## src/hdl/ltc_pkg.sv

```systemverilog
// shared constants and types for the line transmit configuration register bank
package ltc_pkg;
  localparam int LTC_CHANNELS = 8;
  localparam int LTC_AW = 14;
  // register indices; byte address is four times the index
  localparam logic [11:0] IDX_IRQ_CHAN = 12'h009;
  localparam logic [11:0] IDX_TMR_EN = 12'h00c;
  localparam logic [11:0] IDX_TMR_STAT = 12'h00d;
  // per channel page: index bits 11:8 hold channel number plus one
  localparam logic [7:0] IDX_LINE_STD = 8'h20;
  localparam logic [7:0] IDX_ATT_CFG = 8'h21;
  localparam logic [7:0] IDX_TX_CFG0 = 8'h22;
  localparam logic [7:0] IDX_JIT_MEAS = 8'h2e;
  localparam logic [3:0] PAGE_GLOBAL = 4'h0;
  localparam logic [3:0] PAGE_FIRST = 4'h1;
  localparam logic [3:0] PAGE_LAST = 4'h8;
  // field positions
  localparam int TMR_BIT = 0;
  localparam int LSTD_BIT = 0;
  localparam int MEAS_BIT = 5;
  localparam int LIMIT_BIT = 4;
  localparam int ATT_EN_BIT = 3;
  localparam int DEPTH_LO = 1;
  localparam int BW_BIT = 0;
  localparam int TXOFF_BIT = 4;
  localparam int INV_BIT = 3;
  localparam int EDGE_BIT = 2;
  localparam int MODE_LO = 0;
  // reset values
  localparam logic [7:0] ATT_CFG_RST = 8'h10;
  localparam logic [7:0] ZERO_RST = 8'h00;
  // one second timer
  localparam int TIMER_PERIOD_MS = 1000;
  localparam int CLOCK_KHZ = 200000;
  localparam int SEC_CYCLES = TIMER_PERIOD_MS * CLOCK_KHZ;
  // elastic store depth in bits and transfer corner in centi-hertz
  localparam logic [7:0] DEPTH_128 = 8'h80;
  localparam logic [7:0] DEPTH_64 = 8'h40;
  localparam logic [7:0] DEPTH_32 = 8'h20;
  localparam logic [15:0] CORNER_T1_NARROW = 16'h01f4;
  localparam logic [15:0] CORNER_E1_NARROW = 16'h02a5;
  localparam logic [15:0] CORNER_T1_WIDE = 16'h007e;
  localparam logic [15:0] CORNER_E1_WIDE = 16'h0057;
  localparam logic [1:0] MODE_ZSUB = 2'b00;
  localparam logic [1:0] MODE_AMI = 2'b01;
  typedef enum logic [3:0] {
    ENC_HDB3 = 4'b0001,
    ENC_B8ZS = 4'b0010,
    ENC_AMI = 4'b0100,
    ENC_BYPASS = 4'b1000
  } ltc_enc_t;
  typedef struct packed {
    logic lineStandardBit;
    logic jitterMeasureMode;
    logic wideBandLimit;
    logic txAttenuatorEnable;
    logic [1:0] txAttenuatorDepth;
    logic txAttenuatorBandwidth;
    logic txOff;
    logic txDataPolarity;
    logic txSampleEdgeSelect;
    logic [1:0] txEncoderMode;
  } ltc_ch_cfg_t;
  typedef struct packed {
    ltc_enc_t encoder;
    logic powerDown;
    logic driverOe;
    logic invert;
    logic riseEdge;
    logic dualRail;
    logic attenInPath;
    logic wideLimit;
    logic lineT1;
    logic [7:0] depthBits;
    logic [15:0] cornerCentiHz;
  } ltc_tx_ctrl_t;
  typedef struct packed {
    logic hit;
    logic isChan;
    logic [7:0] low;
    logic [2:0] ch;
  } ltc_dec_t;
endpackage

```

## src/hdl/ltc_regs.sv

```systemverilog
// register bank, one second timer interrupt and transmit front end for eight channels
//
// Overview of operation
// RQ1 - channel n+1 interrupt sets flag bit n
// RQ2 - timer interrupt forwarded only when enable set
// RQ3 - one second elapse sets overflow flag
// RQ4 - writing one clears overflow flag
// RQ5 - mode bit zero E1, one T1/J1
// RQ6 - jitter value live or peak-to-peak since read
// RQ7 - wide band limit bit, resets to one
// RQ8 - attenuator bypassed unless enable bit set
// RQ9 - depth 00=128, 01=64, else 32 bits
// RQ10 - bandwidth bit picks transfer corner per standard
// RQ11 - power down stops transmitter, driver high impedance
// RQ12 - polarity bit inverts incoming transmit data
// RQ13 - sample edge falling at zero, rising at one
// RQ14 - mode field picks encoder and rail format
// RQ15 - substitution encoder HDB3 for E1, B8ZS T1
//
// Added by the designer: the APB slave port.
`timescale 1ns/1ps
module ltc_regs import ltc_pkg::*; #(
  parameter int SecCycles = SEC_CYCLES,
  parameter int Channels = LTC_CHANNELS
) (
  input wire logic clock,
  input wire logic rst_n,
  input wire logic psel,
  input wire logic penable,
  input wire logic pwrite,
  input wire logic [LTC_AW-1:0] paddr,
  input wire logic [31:0] pwdata,
  input wire logic [3:0] pstrb,
  output logic [31:0] prdata,
  output logic pready,
  output logic pslverr,
  input wire logic [Channels-1:0] chanIrq,
  input wire logic [Channels-1:0][7:0] jitSample,
  input wire logic [Channels-1:0] jitValid,
  input wire logic [Channels-1:0] txChannelClock,
  input wire logic [Channels-1:0] txSingleRailIn,
  input wire logic [Channels-1:0] txPositiveRailIn,
  input wire logic [Channels-1:0] txNegativeRailIn,
  output logic irq,
  output ltc_tx_ctrl_t [Channels-1:0] txCtrl,
  output logic [Channels-1:0] txPosRail,
  output logic [Channels-1:0] txNegRail,
  output logic [Channels-1:0] txBitStrobe
);

  // address decode shared by setup and access phases
  function automatic ltc_dec_t decode(input logic [LTC_AW-1:0] a);
    ltc_dec_t d;
    logic [11:0] idx;
    idx = a[LTC_AW-1:2];
    d.hit = 1'b0;
    d.isChan = 1'b0;
    d.low = idx[7:0];
    d.ch = 3'(idx[11:8] - PAGE_FIRST);
    if (a[1:0] == 2'b00) begin
      if (idx[11:8] == PAGE_GLOBAL) begin
        d.hit = (idx == IDX_IRQ_CHAN) || (idx == IDX_TMR_EN) || (idx == IDX_TMR_STAT);
      end else if (idx[11:8] >= PAGE_FIRST && idx[11:8] <= PAGE_LAST) begin
        d.isChan = 1'b1;
        d.hit = (d.low == IDX_LINE_STD) || (d.low == IDX_ATT_CFG) ||
                (d.low == IDX_TX_CFG0) || (d.low == IDX_JIT_MEAS);
      end
    end
    return d;
  endfunction

  // one-hot encoder choice from mode field and line standard
  function automatic ltc_enc_t pickEncoder(input ltc_ch_cfg_t c);
    ltc_enc_t e;
    if (c.txEncoderMode == MODE_ZSUB) begin
      e = c.lineStandardBit ? ENC_B8ZS : ENC_HDB3; // RQ15 RQ5
    end else if (c.txEncoderMode == MODE_AMI) begin
      e = ENC_AMI; // RQ14
    end else begin
      e = ENC_BYPASS; // RQ14
    end
    return e;
  endfunction

  ltc_dec_t dec;
  logic accessDone;
  logic wrEn;
  logic rdEn;
  logic [7:0] wbyte;
  logic [7:0] irqSourceChannelFlags_r;
  logic secondTimerIrqEnable_r;
  logic secondTimerOverflowFlag_r;
  logic [31:0] secCount_r;
  logic secTick;
  ltc_ch_cfg_t cfg_r [Channels];
  logic [7:0] jitValue_r [Channels];
  logic [7:0] jitMin_r [Channels];
  logic [7:0] jitMax_r [Channels];
  logic [Channels-1:0] jitEmpty_r;
  logic [Channels-1:0] clkMeta_r;
  logic [Channels-1:0] clkSync_r;
  logic [Channels-1:0] clkPrev_r;
  logic [Channels-1:0][2:0] dataMeta_r;
  logic [Channels-1:0][2:0] dataSync_r;
  assign dec = decode(paddr);
  assign accessDone = psel && penable && pready;
  assign wrEn = accessDone && pwrite && !pslverr && pstrb[0];
  assign rdEn = accessDone && !pwrite && !pslverr;
  assign wbyte = pwdata[7:0];
  assign secTick = (secCount_r == 32'(SecCycles - 1));
  // bus answer: no wait states, data and error latched in the setup cycle
  always_ff @(posedge clock) begin
    if (!rst_n) begin
      pready <= 1'b0;
      pslverr <= 1'b0;
      prdata <= 32'h0000_0000;
    end else begin
      pready <= psel && !penable;
      if (psel && !penable) begin
        pslverr <= !dec.hit;
        prdata <= 32'h0000_0000;
        if (dec.hit && !dec.isChan) begin
          case (paddr[LTC_AW-1:2])
            IDX_IRQ_CHAN: prdata[7:0] <= irqSourceChannelFlags_r;
            IDX_TMR_EN: prdata[TMR_BIT] <= secondTimerIrqEnable_r;
            IDX_TMR_STAT: prdata[TMR_BIT] <= secondTimerOverflowFlag_r;
            default: prdata <= 32'h0000_0000;
          endcase
        end else if (dec.hit) begin
          case (dec.low)
            IDX_LINE_STD: prdata[LSTD_BIT] <= cfg_r[dec.ch].lineStandardBit;
            IDX_ATT_CFG: begin
              prdata[MEAS_BIT] <= cfg_r[dec.ch].jitterMeasureMode;
              prdata[LIMIT_BIT] <= cfg_r[dec.ch].wideBandLimit;
              prdata[ATT_EN_BIT] <= cfg_r[dec.ch].txAttenuatorEnable;
              prdata[DEPTH_LO+:2] <= cfg_r[dec.ch].txAttenuatorDepth;
              prdata[BW_BIT] <= cfg_r[dec.ch].txAttenuatorBandwidth;
            end
            IDX_TX_CFG0: begin
              prdata[TXOFF_BIT] <= cfg_r[dec.ch].txOff;
              prdata[INV_BIT] <= cfg_r[dec.ch].txDataPolarity;
              prdata[EDGE_BIT] <= cfg_r[dec.ch].txSampleEdgeSelect;
              prdata[MODE_LO+:2] <= cfg_r[dec.ch].txEncoderMode;
            end
            IDX_JIT_MEAS: prdata[7:0] <= jitValue_r[dec.ch];
            default: prdata <= 32'h0000_0000;
          endcase
        end
      end else begin
        pslverr <= 1'b0;
      end
    end
  end

  // channel interrupt indication follows each channel request
  always_ff @(posedge clock) begin
    if (!rst_n) begin
      irqSourceChannelFlags_r <= ZERO_RST; // RQ1
    end else begin
      irqSourceChannelFlags_r <= 8'(chanIrq); // RQ1
    end
  end

  // free running one second timer
  always_ff @(posedge clock) begin
    if (!rst_n || secTick) begin
      secCount_r <= 32'h0000_0000;
    end else begin
      secCount_r <= secCount_r + 32'h0000_0001;
    end
  end

  // timer enable and sticky overflow flag; a new overflow beats the clear
  always_ff @(posedge clock) begin
    if (!rst_n) begin
      secondTimerIrqEnable_r <= 1'b0;
      secondTimerOverflowFlag_r <= 1'b0;
    end else begin
      if (wrEn && !dec.isChan && paddr[LTC_AW-1:2] == IDX_TMR_EN) begin
        secondTimerIrqEnable_r <= wbyte[TMR_BIT];
      end
      if (secTick) begin
        secondTimerOverflowFlag_r <= 1'b1; // RQ3
      end else if (wrEn && !dec.isChan && paddr[LTC_AW-1:2] == IDX_TMR_STAT &&
                   wbyte[TMR_BIT]) begin
        secondTimerOverflowFlag_r <= 1'b0; // RQ4
      end
    end
  end

  // level interrupt, masked by the enable bit
  always_ff @(posedge clock) begin
    if (!rst_n) begin
      irq <= 1'b0;
    end else begin
      irq <= secondTimerOverflowFlag_r && secondTimerIrqEnable_r; // RQ2 RQ3
    end
  end

  // per channel configuration writes
  always_ff @(posedge clock) begin
    if (!rst_n) begin
      for (int i = 0; i < Channels; i++) begin
        cfg_r[i] <= '0;
        cfg_r[i].wideBandLimit <= ATT_CFG_RST[LIMIT_BIT]; // RQ7
      end
    end else if (wrEn && dec.isChan) begin
      case (dec.low)
        IDX_LINE_STD: cfg_r[dec.ch].lineStandardBit <= wbyte[LSTD_BIT]; // RQ5
        IDX_ATT_CFG: begin
          cfg_r[dec.ch].jitterMeasureMode <= wbyte[MEAS_BIT];
          cfg_r[dec.ch].wideBandLimit <= wbyte[LIMIT_BIT];
          cfg_r[dec.ch].txAttenuatorEnable <= wbyte[ATT_EN_BIT];
          cfg_r[dec.ch].txAttenuatorDepth <= wbyte[DEPTH_LO+:2];
          cfg_r[dec.ch].txAttenuatorBandwidth <= wbyte[BW_BIT];
        end
        IDX_TX_CFG0: begin
          cfg_r[dec.ch].txOff <= wbyte[TXOFF_BIT];
          cfg_r[dec.ch].txDataPolarity <= wbyte[INV_BIT];
          cfg_r[dec.ch].txSampleEdgeSelect <= wbyte[EDGE_BIT];
          cfg_r[dec.ch].txEncoderMode <= wbyte[MODE_LO+:2];
        end
        default: ;
      endcase
    end
  end

  // decoded controls for the transmit path of each channel
  always_ff @(posedge clock) begin
    for (int i = 0; i < Channels; i++) begin
      if (!rst_n) begin
        txCtrl[i] <= '0;
        txCtrl[i].encoder <= ENC_HDB3;
      end else begin
        txCtrl[i].encoder <= pickEncoder(cfg_r[i]); // RQ14 RQ15
        txCtrl[i].powerDown <= cfg_r[i].txOff; // RQ11
        txCtrl[i].driverOe <= !cfg_r[i].txOff; // RQ11
        txCtrl[i].invert <= cfg_r[i].txDataPolarity; // RQ12
        txCtrl[i].riseEdge <= cfg_r[i].txSampleEdgeSelect; // RQ13
        txCtrl[i].dualRail <= cfg_r[i].txEncoderMode[1]; // RQ14
        txCtrl[i].attenInPath <= cfg_r[i].txAttenuatorEnable; // RQ8
        txCtrl[i].wideLimit <= cfg_r[i].wideBandLimit; // RQ7
        txCtrl[i].lineT1 <= cfg_r[i].lineStandardBit; // RQ5
        case (cfg_r[i].txAttenuatorDepth)
          2'b00: txCtrl[i].depthBits <= DEPTH_128; // RQ9
          2'b01: txCtrl[i].depthBits <= DEPTH_64; // RQ9
          default: txCtrl[i].depthBits <= DEPTH_32; // RQ9
        endcase
        case ({cfg_r[i].txAttenuatorBandwidth, cfg_r[i].lineStandardBit})
          2'b00: txCtrl[i].cornerCentiHz <= CORNER_E1_NARROW; // RQ10
          2'b01: txCtrl[i].cornerCentiHz <= CORNER_T1_NARROW; // RQ10
          2'b10: txCtrl[i].cornerCentiHz <= CORNER_E1_WIDE; // RQ10
          default: txCtrl[i].cornerCentiHz <= CORNER_T1_WIDE; // RQ10
        endcase
      end
    end
  end

  // jitter measurement: live value or peak-to-peak since the last read
  always_ff @(posedge clock) begin
    for (int i = 0; i < Channels; i++) begin
      if (!rst_n) begin
        jitValue_r[i] <= 8'h00;
        jitMin_r[i] <= 8'h00;
        jitMax_r[i] <= 8'h00;
        jitEmpty_r[i] <= 1'b1;
      end else if (!cfg_r[i].jitterMeasureMode) begin
        jitEmpty_r[i] <= 1'b1;
        if (jitValid[i]) begin
          jitValue_r[i] <= jitSample[i]; // RQ6
        end
      end else begin
        if (rdEn && dec.isChan && dec.low == IDX_JIT_MEAS && 3'(i) == dec.ch) begin
          // a read restarts the window; a sample in the same cycle opens it
          jitEmpty_r[i] <= !jitValid[i];
          jitMin_r[i] <= jitSample[i];
          jitMax_r[i] <= jitSample[i];
          jitValue_r[i] <= 8'h00; // RQ6
        end else if (jitValid[i]) begin
          jitEmpty_r[i] <= 1'b0;
          if (jitEmpty_r[i]) begin
            jitMin_r[i] <= jitSample[i];
            jitMax_r[i] <= jitSample[i];
            jitValue_r[i] <= 8'h00;
          end else begin
            if (jitSample[i] < jitMin_r[i]) begin
              jitMin_r[i] <= jitSample[i];
            end
            if (jitSample[i] > jitMax_r[i]) begin
              jitMax_r[i] <= jitSample[i];
            end
            jitValue_r[i] <= ((jitSample[i] > jitMax_r[i]) ? jitSample[i] : jitMax_r[i]) -
                             ((jitSample[i] < jitMin_r[i]) ? jitSample[i] : jitMin_r[i]); // RQ6
          end
        end
      end
    end
  end

  // two flip-flop synchronisers for the transmit clock and data pins
  always_ff @(posedge clock) begin
    if (!rst_n) begin
      clkMeta_r <= '0;
      clkSync_r <= '0;
      clkPrev_r <= '0;
      dataMeta_r <= '0;
      dataSync_r <= '0;
    end else begin
      clkMeta_r <= txChannelClock;
      clkSync_r <= clkMeta_r;
      clkPrev_r <= clkSync_r;
      for (int i = 0; i < Channels; i++) begin
        dataMeta_r[i] <= {txNegativeRailIn[i], txPositiveRailIn[i], txSingleRailIn[i]};
      end
      dataSync_r <= dataMeta_r;
    end
  end

  // capture on the selected clock edge with polarity and rail format applied
  always_ff @(posedge clock) begin
    for (int i = 0; i < Channels; i++) begin
      if (!rst_n) begin
        txPosRail[i] <= 1'b0;
        txNegRail[i] <= 1'b0;
        txBitStrobe[i] <= 1'b0;
      end else begin
        txBitStrobe[i] <= 1'b0;
        if (!cfg_r[i].txOff && // RQ11
            (cfg_r[i].txSampleEdgeSelect ? (clkSync_r[i] && !clkPrev_r[i])
                                         : (!clkSync_r[i] && clkPrev_r[i]))) begin // RQ13
          txBitStrobe[i] <= 1'b1;
          if (cfg_r[i].txEncoderMode[1]) begin
            txPosRail[i] <= dataSync_r[i][1] ^ cfg_r[i].txDataPolarity; // RQ12 RQ14
            txNegRail[i] <= dataSync_r[i][2] ^ cfg_r[i].txDataPolarity; // RQ12 RQ14
          end else begin
            txPosRail[i] <= dataSync_r[i][0] ^ cfg_r[i].txDataPolarity; // RQ12 RQ14
            txNegRail[i] <= 1'b0;
          end
        end
      end
    end
  end

  // per channel checks, one copy for every channel so each exercised channel is watched
  for (genvar g = 0; g < Channels; g++) begin : g_chk

  end
endmodule

```

## config.mk

```make
export PLATFORM = sky130hd
export DESIGN_NAME = ltc_regs
export DESIGN_NICKNAME = d
export VERILOG_FILES = /design/src/hdl/ltc_pkg.sv /design/src/hdl/ltc_regs.sv
export SDC_FILE = /design/constraint.sdc
export NUM_CORES = 1
export LEC_CHECK = 0
export BUFFER_PORTS_ARGS = -buffer_cell sky130_fd_sc_hd__buf_2
export CORE_UTILIZATION = 45
export CTS_CLUSTER_DIAMETER = 200
export DETAILED_ROUTE_END_ITERATION = 8
export PLACE_DENSITY = 0.71
export SYNTH_ARGS = -nofsm -noshare
export SYNTH_HDL_FRONTEND = slang
export SYNTH_SLANG_ARGS = --single-unit
export TNS_END_PERCENT = 50
```

## constraint.sdc

```tcl
create_clock -name clock -period 5.1 [get_ports clock]
set_input_delay 0.765 -clock clock [delete_from_list [all_inputs] [get_ports clock]]
set_output_delay 0.765 -clock clock [all_outputs]
set_load 0.01 [all_outputs]
```

==> results.toml, run 1 <==
[global_route]
first_global_vias = 22100
overflow = 0
grt_usage_pct = 24.0
busiest_layer = "met2"
use_met3_pct = 4.55
use_met1_pct = 31.1
grt_max_degree = 235
grt_pass1_wl_mm = 131
grt_use_met2_pct = 40.5
antenna_found_initial = 15

[worst_setup_path]
crit_fanout = 8
crit_start = "jitMax_r[0][31]"
crit_type = "flop to flop"
slowest_delay_ps = 520
worstPathArrival_ps = 4500
crit_top_cell = "o21ai_0"
critPathSlowestCell = "nor2_1"
cpLargestDelayFamily = "simple AND/OR/NAND/NOR gates"
rrSetupSlack_ps = 1010
crit_chain = "inv_1 -> ha_1 -> nand4_1 -> nor2_1 -> a211oi_1 -> buf_4 -> nor2_1 -> mux2i_1 -> inv_1 -> ha_1 -> nor2b_1 -> o21ai_0 -> a21boi_0 -> o21ai_0 -> nand2b_1 -> xnor2_1 -> o21ai_0"
path_buf_inv = 3
crit_required_ps = 5510
r2r_start = "jitMax_r[0][31]"
crit_path_start_kind = "flop"
endpoint_kind = "flop"

[clock_tree]
cts_max_path_buffers = 3
cts_root_buf = "clkbuf_16"
clk_pin_slew_ps = 60
numCtsBuffers = 71
cts_tree = "built"
clock_latency_ps = 650
cts_resized = 0
cts_max_level = 3
cts_setup_buffers = 0
holdBufCountCts = 0
cts.sinks = 630

[layout]
layout-drive-gt1-share_pct = 17.5
nets = 3828
final_cell_mix = "buf_2, dfxtp_1, and2_1, nand2_1, edfxtp_1"
area_growth_pct = 15.1
layout_commonest_cell = "buf_2"
utilization_pct = 52.6

[place]
dp_slack_ps = 635
dp_hpwl_mm = 64.0
gp_congestion = 0.891
io_buffers = 372

[power_and_ir_drop]
ir_drop_v = 0.000245
powerDensity_nw_per_um2 = 347
total_power_uw = 12600
p_leak_uw = 0.0162

[logic_synthesis]
synth_warnings = 0
synth_cells = 3123
synthFlopType = "dfxtp_1"
synth_top_area_cell = "edfxtp_1"
synth_top_area_share_pct = 27.4
avgSynthCellArea_sq_um = 10.1
yosysUniqueCellTypes = 77
ys_ff_latch = 630
synthArstFlopShare_pct = 0
synth-edff-count = 288
yosysSeqAreaShare_pct = 49.2
syn_area_sq_um = 31500
ys_top_cells_by_area = "edfxtp_1, dfxtp_1, ha_1"

[min_path]
hold_class = "primary input to flop"
worstHoldStart = "txSingleRailIn[0]"

[die]
die-height_um = 267
fp-row-count = 96
num_io_pins = 514
die_area_sq_um = 71100
coreArea_sq_um = 68900
die_w_um = 267
initial_utilization_pct = 45.7

[timing]
tightest_slew_ps = 1140
layout_min_cycle_time_ps = 4090
fin_crit_sh_pct = 80.2
grt_setup_unrepaired = "false"
finClkSkew_ps = 65.5
max_freq_ghz = 0.244
hold_viol = 0
drv_slew = 0
setup_tns_ps = 0
layout_setup_ws_ps = 1010
slew_headroom_pct = 24.0
setup_viol = 0

[status]
status = "finished clean"

[route]
firstDrtPassIters = 5
route.detailed.drc = 0
first_iter_violations = 1869
ant_nets = 0
vias_per_cell = 5.25
wire_per_inst_um = 19.5
vias = 23400
drt-total-wl_mm = 86.9

[flow_run]
max-cap-violations = 0
[state kept, by name (all words and copies together) (netlist names), 24 cells and up]
signal	flops
cfg_r	96
dataMeta_r	24
dataSync_r	24
jitMax_r	64
jitMin_r	64
jitValue_r	64
secCount_r	32
txCtrl	185
[where the power goes]
group          switching (uW)  internal [uW]
sequential                113           5480
clock                    2230           3000
combinational            1060            701
[synth_stat cells (34+ instances only)]
cell        n
ha_1      182
dfxtp_1   342
nand2_1   291
inv_1     172
and2_1    294
nand3_1    48
xor2_1     51
o21ai_0   159
xnor2_1    35
and3_1    104
edfxtp_1  288
clkbuf_1   83
nand2b_1   36
buf_4     136
mux2i_1    58
nor2_1    219
a21oi_1   139
nor3_1     49
nand4_1    34
[routing by layer]
metal,vias up,wire length (um)
li1,11400,-
met1,11200,37200
met2,726,42000
met3,134,5630
met4,20,1920
met5,-,125
[path summary, 6_finish.rpt]
path,cells past startpoint,to
max,17,jitValue_r[3][5]
min,2,dataMeta_r[0]
max reg2reg,17,jitValue_r[3][5]
min reg2reg,1,dataSync_r[5]
[cell families (layout without fill, tap and decap cells)]
group | after synthesis | in the layout | share of synthesized area (%)
mux | 103 | 103 | 4.24
fa+ha+maj | 190 | 190 | 7.73
xor+xnor | 87 | 87 | 2.44
flops | 630 | 630 | 49.2
simple gates | 1187 | 1187 | 19.8
compound gates | 506 | 506 | 9.90
buf+inv | 419 | 713 | 6.73
other cells | 1 | 114 | 0.0119
[per-stage QoR]
step                      hold WS [ps]  std cells  instance area (sq um)
final                              316       4461                  36300
after global routing               300       4461                  36300
after CTS                          280       4459                  36300
after detailed placement           417       4329                  33800
after global placement             414       4329                  33800
after floorplan                    412       3234                  31900
[layout make-up]
class	instances	area (sq um)
well taps	931	1160
clock buffers	98	2060
multi-input cells	2185	14300
fillers	6247	32700
repair buffers	409	2160
diodes	2	5.00
flip-flops and latches	630	15500
inverters	174	654
clock inverters	32	398
Note: power is estimated with default switching activity, not from simulation.
==> inputs of run 2 (changes only) <==
Clock period 5.1 ns to 3.78 ns, I/O delays scaled along.
==> run 2 against run 1 <==
Net effect: combinational power increased by 52%; first-iteration DRC count increased by 12%; sequential cell count unchanged; critical path depth unchanged; routed wire length increased by 3.2%; setup slack got worse by 820 ps; clock skew decreased by 37 ps; via count increased by 4.0%; largest power group unchanged; critical endpoint is now jitValue_r[2][5]; largest cell class unchanged.
==> results.toml, run 2 (synthesis results as in run 1) <==
[global_route]
first_global_vias = 22800
busiest_layer = "met2"
grt_usage_pct = 24.7
antenna_found_initial = 21
overflow = 0
grt_pass1_wl_mm = 134
use_met1_pct = 31.8
grt_use_met2_pct = 41.3
use_met3_pct = 4.70
grt_max_degree = 211

[route]
vias_per_cell = 5.27
drt-total-wl_mm = 89.7
route.detailed.drc = 0
first_iter_violations = 2092
vias = 24400
ant_nets = 0
firstDrtPassIters = 5
wire_per_inst_um = 19.4

[layout]
utilization_pct = 54.6
layout_commonest_cell = "buf_2"
final_cell_mix = "buf_2, dfxtp_1, and2_1, nand2_1, edfxtp_1"
final_area_sq_um = 37700
area_growth_pct = 19.5
top_register = "txCtrl"
nets = 3990
largest_reg_flops = 185
top_regs = "txCtrl x185, cfg_r x96"
layout-drive-gt1-share_pct = 21.5

[power_and_ir_drop]
seq_power_share_pct = 43.1
powerDensity_nw_per_um2 = 465
clkPwrFrac_pct = 41.6
p_leak_uw = 0.0170
pwr-share-comb_pct = 15.3
ir_drop_v = 0.000356
intPower_uw = 12900
p_sw_uw = 4600
sw_frac_of_total_pct = 26.2
total_power_uw = 17500

[die]
initial_utilization_pct = 45.7
die_area_sq_um = 71100
num_io_pins = 514
die_w_um = 267
coreArea_sq_um = 68900
die-height_um = 267
fp-row-count = 96

[place]
gp_congestion = 0.918
postPlaceCellArea_sq_um = 35000
dp_hpwl_mm = 67.1
io_buffers = 372

[clock_tree]
cts.sinks = 630
cts_tree = "built"
holdBufCountCts = 0
cts_root_buf = "clkbuf_16"
clk_pin_slew_ps = 60
clock_latency_ps = 630
cts_max_level = 3
numCtsBuffers = 69
cts_max_path_buffers = 3

[min_path]
hold_class = "primary input to flop"
hold_depth = 2

[timing]
slew_headroom_pct = 20.2
whs_ps = 142
drv_slew = 0
grt_setup_unrepaired = "true"
tightest_slew_ps = 1190
finClkSkew_ps = 28.7
layout_min_cycle_time_ps = 3590
setup_tns_ps = 0
max_freq_ghz = 0.278
hold_viol = 0
setup_viol = 0
fin_crit_sh_pct = 95.0

[worst_setup_path]
crit_chain = "inv_1 -> ha_1 -> nand4_1 -> nor2_2 -> a21oi_1 -> or2_2 -> a21oi_2 -> inv_1 -> ha_1 -> nor2b_1 -> o21ai_0 -> a21boi_0 -> o21ai_1 -> nand2b_1 -> xnor2_1 -> o21ai_0 -> buf_4"
path_buf_inv = 3
crit_path_start_kind = "flop"
slowest_delay_ps = 370
worstPathArrival_ps = 4100
endpoint_kind = "flop"
critPathSlowestCell = "or2_2"
cpLargestDelayFamily = "compound AO/OA/AOI/OAI gates"
reg2reg_depth = 17
cp.depth = 17
crit_type = "flop to flop"
crit_required_ps = 4290
crit_fanout = 4

[flow_run]
max-cap-violations = 0

[status]
status = "finished clean"
[run 2: cell types whose count changed in the layout (fill, tap and decap cells not counted), moves of 6 or more]
cell and delta:
o21ai_0 -9, o21ai_1 +8, clkbuf_8 -7, bufinv_16 +8, a21oi_1 -6, buf_4 +163
[run 2: power by group through the flow]
stage / clock [uW] / sequential (uW) / combinational, uW
floorplan: 0 / 7650 / 1700
global placement: 0 / 7680 / 2540
detailed placement: 0 / 7690 / 2600
CTS: 7390 / 7540 / 2620
global route: 7660 / 7560 / 2970
finish: 7280 / 7550 / 2680
[run 2: per-stage QoR]
stage	std cells	worst slack, ps
2_1_floorplan	3234	-45.2
3_3_place_gp	4490	-206
3_5_place_dp	4490	-247
4_1_cts	4617	42.5
5_1_grt	4625	-35.2
6_report	4627	188
[run 2: layout make-up]
type / count / area [sq um]
Fill cell: 6100 / 31300
Sequential cell: 630 / 15500
Multi-Input combinational cell: 2185 / 14400
Timing Repair Buffer: 573 / 3400
Clock buffer: 91 / 1920
Tap cell: 931 / 1160
Inverter: 174 / 654
Clock inverter: 36 / 563
Antenna cell: 7 / 17.5
[run 2: per-layer routing]
metal	share of wire, %	wire length [um]
met1	42	37600
met4	3.1	2740
met5	0.13	121
met2	48	43100
met3	6.9	6170
[run 2: repair_timing]
action	4_1_cts	5_1_grt
buffers inserted	0	3
endpoints found under the setup margin	1	18
resized for setup	1	35
pin swaps	0	6
[run 2: final timing paths]
kind / startpoint / endpoint / slack [ps]
max reg2reg: jitMax_r[0][23] / jitValue_r[2][5] / 190
max: jitMax_r[0][23] / jitValue_r[2][5] / 190
min: txNegativeRailIn[3] / dataMeta_r[11] / 140
min reg2reg: clkMeta_r[5] / clkSync_r[5] / 430
==> inputs of run 3 (changes only) <==
--- a/config.mk
+++ b/config.mk
@@ -10,2 +10,3 @@
 export CTS_CLUSTER_DIAMETER = 200
+export CTS_CLUSTER_SIZE = 20
 export DETAILED_ROUTE_END_ITERATION = 8
--- a/constraint.sdc
+++ b/constraint.sdc
@@ -3,2 +3,2 @@
 set_output_delay 0.567 -clock clock [all_outputs]
-set_load 0.01 [all_outputs]
+set_load 0.05 [all_outputs]
==> run 3 against run 2 <==
Net effect: total power decreased by 15%; clock-buffer cell count down 35; routed wire length decreased by 1.8%; final cell count fell by 1.5%; critical path depth shrank 1; sequential cell count unchanged; maximum frequency increased by 0.26%; sequential share of layout area increased by 1.6 points; clock power shrank 42%; setup slack gained 9.2 ps; sequential power hardly changed; critical path type unchanged; critical endpoint is now jitValue_r[7][7].
==> results.toml, run 3 (synthesis results as in run 1) <==
[layout]
area_growth_pct = 15.2
layout_commonest_cell = "buf_2"
largest_reg_flops = 185
top_register = "txCtrl"
final_area_sq_um = 36300
register_area_sq_um = 15500
fillers = 6280
final_cells = 4558
final_cell_mix = "buf_2, dfxtp_1, and2_1, nand2_1, edfxtp_1"
nets = 3957
top_regs = "txCtrl x185, cfg_r x96"
utilization_pct = 52.6
multi_input_area_sq_um = 14500
layout-drive-gt1-share_pct = 20.0

[global_route]
antenna_found_initial = 20
grt_usage_pct = 24.1
grt_pass1_wl_mm = 132
first_global_vias = 22200
overflow = 0
grt_max_degree = 211

[timing]
slew_headroom_pct = 20.1
fin_crit_sh_pct = 94.8
finClkSkew_ps = 32.3
setup_tns_ps = 0
tightest_slew_ps = 1190
drv_slew = 0
max_freq_ghz = 0.279
layout_min_cycle_time_ps = 3580
setup_viol = 0
hold_viol = 0

[route]
first_iter_violations = 1994
wire_per_inst_um = 19.3
drt-total-wl_mm = 88.1
route.detailed.drc = 0
vias_per_cell = 5.27
firstDrtPassIters = 6
vias = 24000
ant_nets = 0

[min_path]
hold_class = "primary input to flop"

[clock_tree]
clock_latency_ps = 620
cts_tree = "built"
holdBufCountCts = 0
cts_max_path_buffers = 3
clk_pin_slew_ps = 90
cts.sinks = 630
cts_max_level = 2
cts_root_buf = "clkbuf_16"
numCtsBuffers = 37

[place]
postPlaceCellArea_sq_um = 35000
dp_cells = 4490
dp_hpwl_mm = 67.1
io_buffers = 372
gp_congestion = 0.918

[status]
status = "finished clean"

[worst_setup_path]
crit_required_ps = 4250
crit_chain = "inv_1 -> ha_1 -> and3_4 -> a221o_1 -> a21oi_2 -> a31oi_4 -> buf_4 -> nand2_1 -> o21ai_0 -> ha_1 -> o21ai_0 -> a21boi_1 -> o21ai_2 -> a211o_1 -> or4b_1 -> nand3_1"
crit_fanout = 6
crit_path_start_kind = "flop"
slowest_delay_ps = 510
endpoint_kind = "flop"
crit_type = "flop to flop"
critPathSlowestCell = "or4b_1"
worstPathArrival_ps = 4050

[die]
die-height_um = 267
initial_utilization_pct = 45.7
fp-row-count = 96
die_w_um = 267
die_area_sq_um = 71100
coreArea_sq_um = 68900
num_io_pins = 514

[power_and_ir_drop]
clkPwrFrac_pct = 28.5
pwr-share-comb_pct = 20.9
p_sw_uw = 4450
intPower_uw = 10400
ir_drop_v = 0.000371
sw_frac_of_total_pct = 29.9
p_leak_uw = 0.0163
total_power_uw = 14900
seq_power_share_pct = 50.6
powerDensity_nw_per_um2 = 410

[flow_run]
max-cap-violations = 0
-- run 3: changes by cell type in the layout (fill, tap and decap cells not counted), moves of 3 or more --
cell	before	now
clkbuf_8	7	0
clkbuf_16	71	37
bufinv_16	10	0
clkinv_1	5	0
clkbuf_1	12	19
clkinvlp_4	3	0
clkinv_2	9	1
-- run 3: repair_timing --
action / 4_1_cts / 5_1_grt
setup buffers: 0 / 2
pin swaps: 0 / 6
endpoints found under the setup margin: 2 / 18
resized for setup: 2 / 41
endpoints found under the hold margin: 0 / 0
-- run 3: metrics by stage --
stage	hold WS, ps	worst slack (ps)
finish	152	197
global placement	413	-206
detailed placement	418	-247
CTS	127	12.9
floorplan	412	-45.2
global route	140	-9.65
-- run 3: layout make-up --
| cell class | count | share of cell area, % |
|---|---|---|
| inverters | 174 | 1.80 |
| well taps | 931 | 3.21 |
| clock inverters | 4 | 0.279 |
| flip-flops and latches | 630 | 42.7 |
| diodes | 6 | 0.0414 |
| clock buffers | 56 | 2.75 |
| multi-input cells | 2185 | 39.9 |
| repair buffers | 572 | 9.35 |
-- run 3: worst paths after layout --
kind,cells after the start,endpoint,slack (ps),from
worst max-delay path,16,jitValue_r[7][7],200,jitMax_r[1][27]
worst min-delay path,2,dataMeta_r[23],150,txNegativeRailIn[7]
worst max register to register,16,jitValue_r[7][7],200,jitMax_r[1][27]
worst min register to register,1,clkSync_r[5],420,clkMeta_r[5]
-- run 3: routing by layer --
metal / wire [um] / share of wire [%] / vias to the layer above / global-route usage (%)
met5: 136 / 0.15 / - / 0
li1: - / - / 11600 / -
met3: 5730 / 6.5 / 134 / 3.67
met4: 2420 / 2.7 / 22 / 7.35
met2: 42200 / 48 / 817 / 40.6
met1: 37600 / 43 / 11500 / 31.8
-- run 3: power groups by stage --
stage,registers (uW),logic (uW),clock network (uW)
after floorplan,7870,1920,0
after global placement,7680,2980,0
after detailed placement,7690,3040,0
after CTS,7530,3060,4300
after global routing,7560,3410,4530
final,7530,3120,4240
-- run 3: worst max-delay path, delay by kind of cell, from the launching register on --
kind            cells  cell delay, ps
fa+ha+maj           2             550
simple gates        4             850
buf+inv             2             280
compound gates      8            1390
flops               1             380
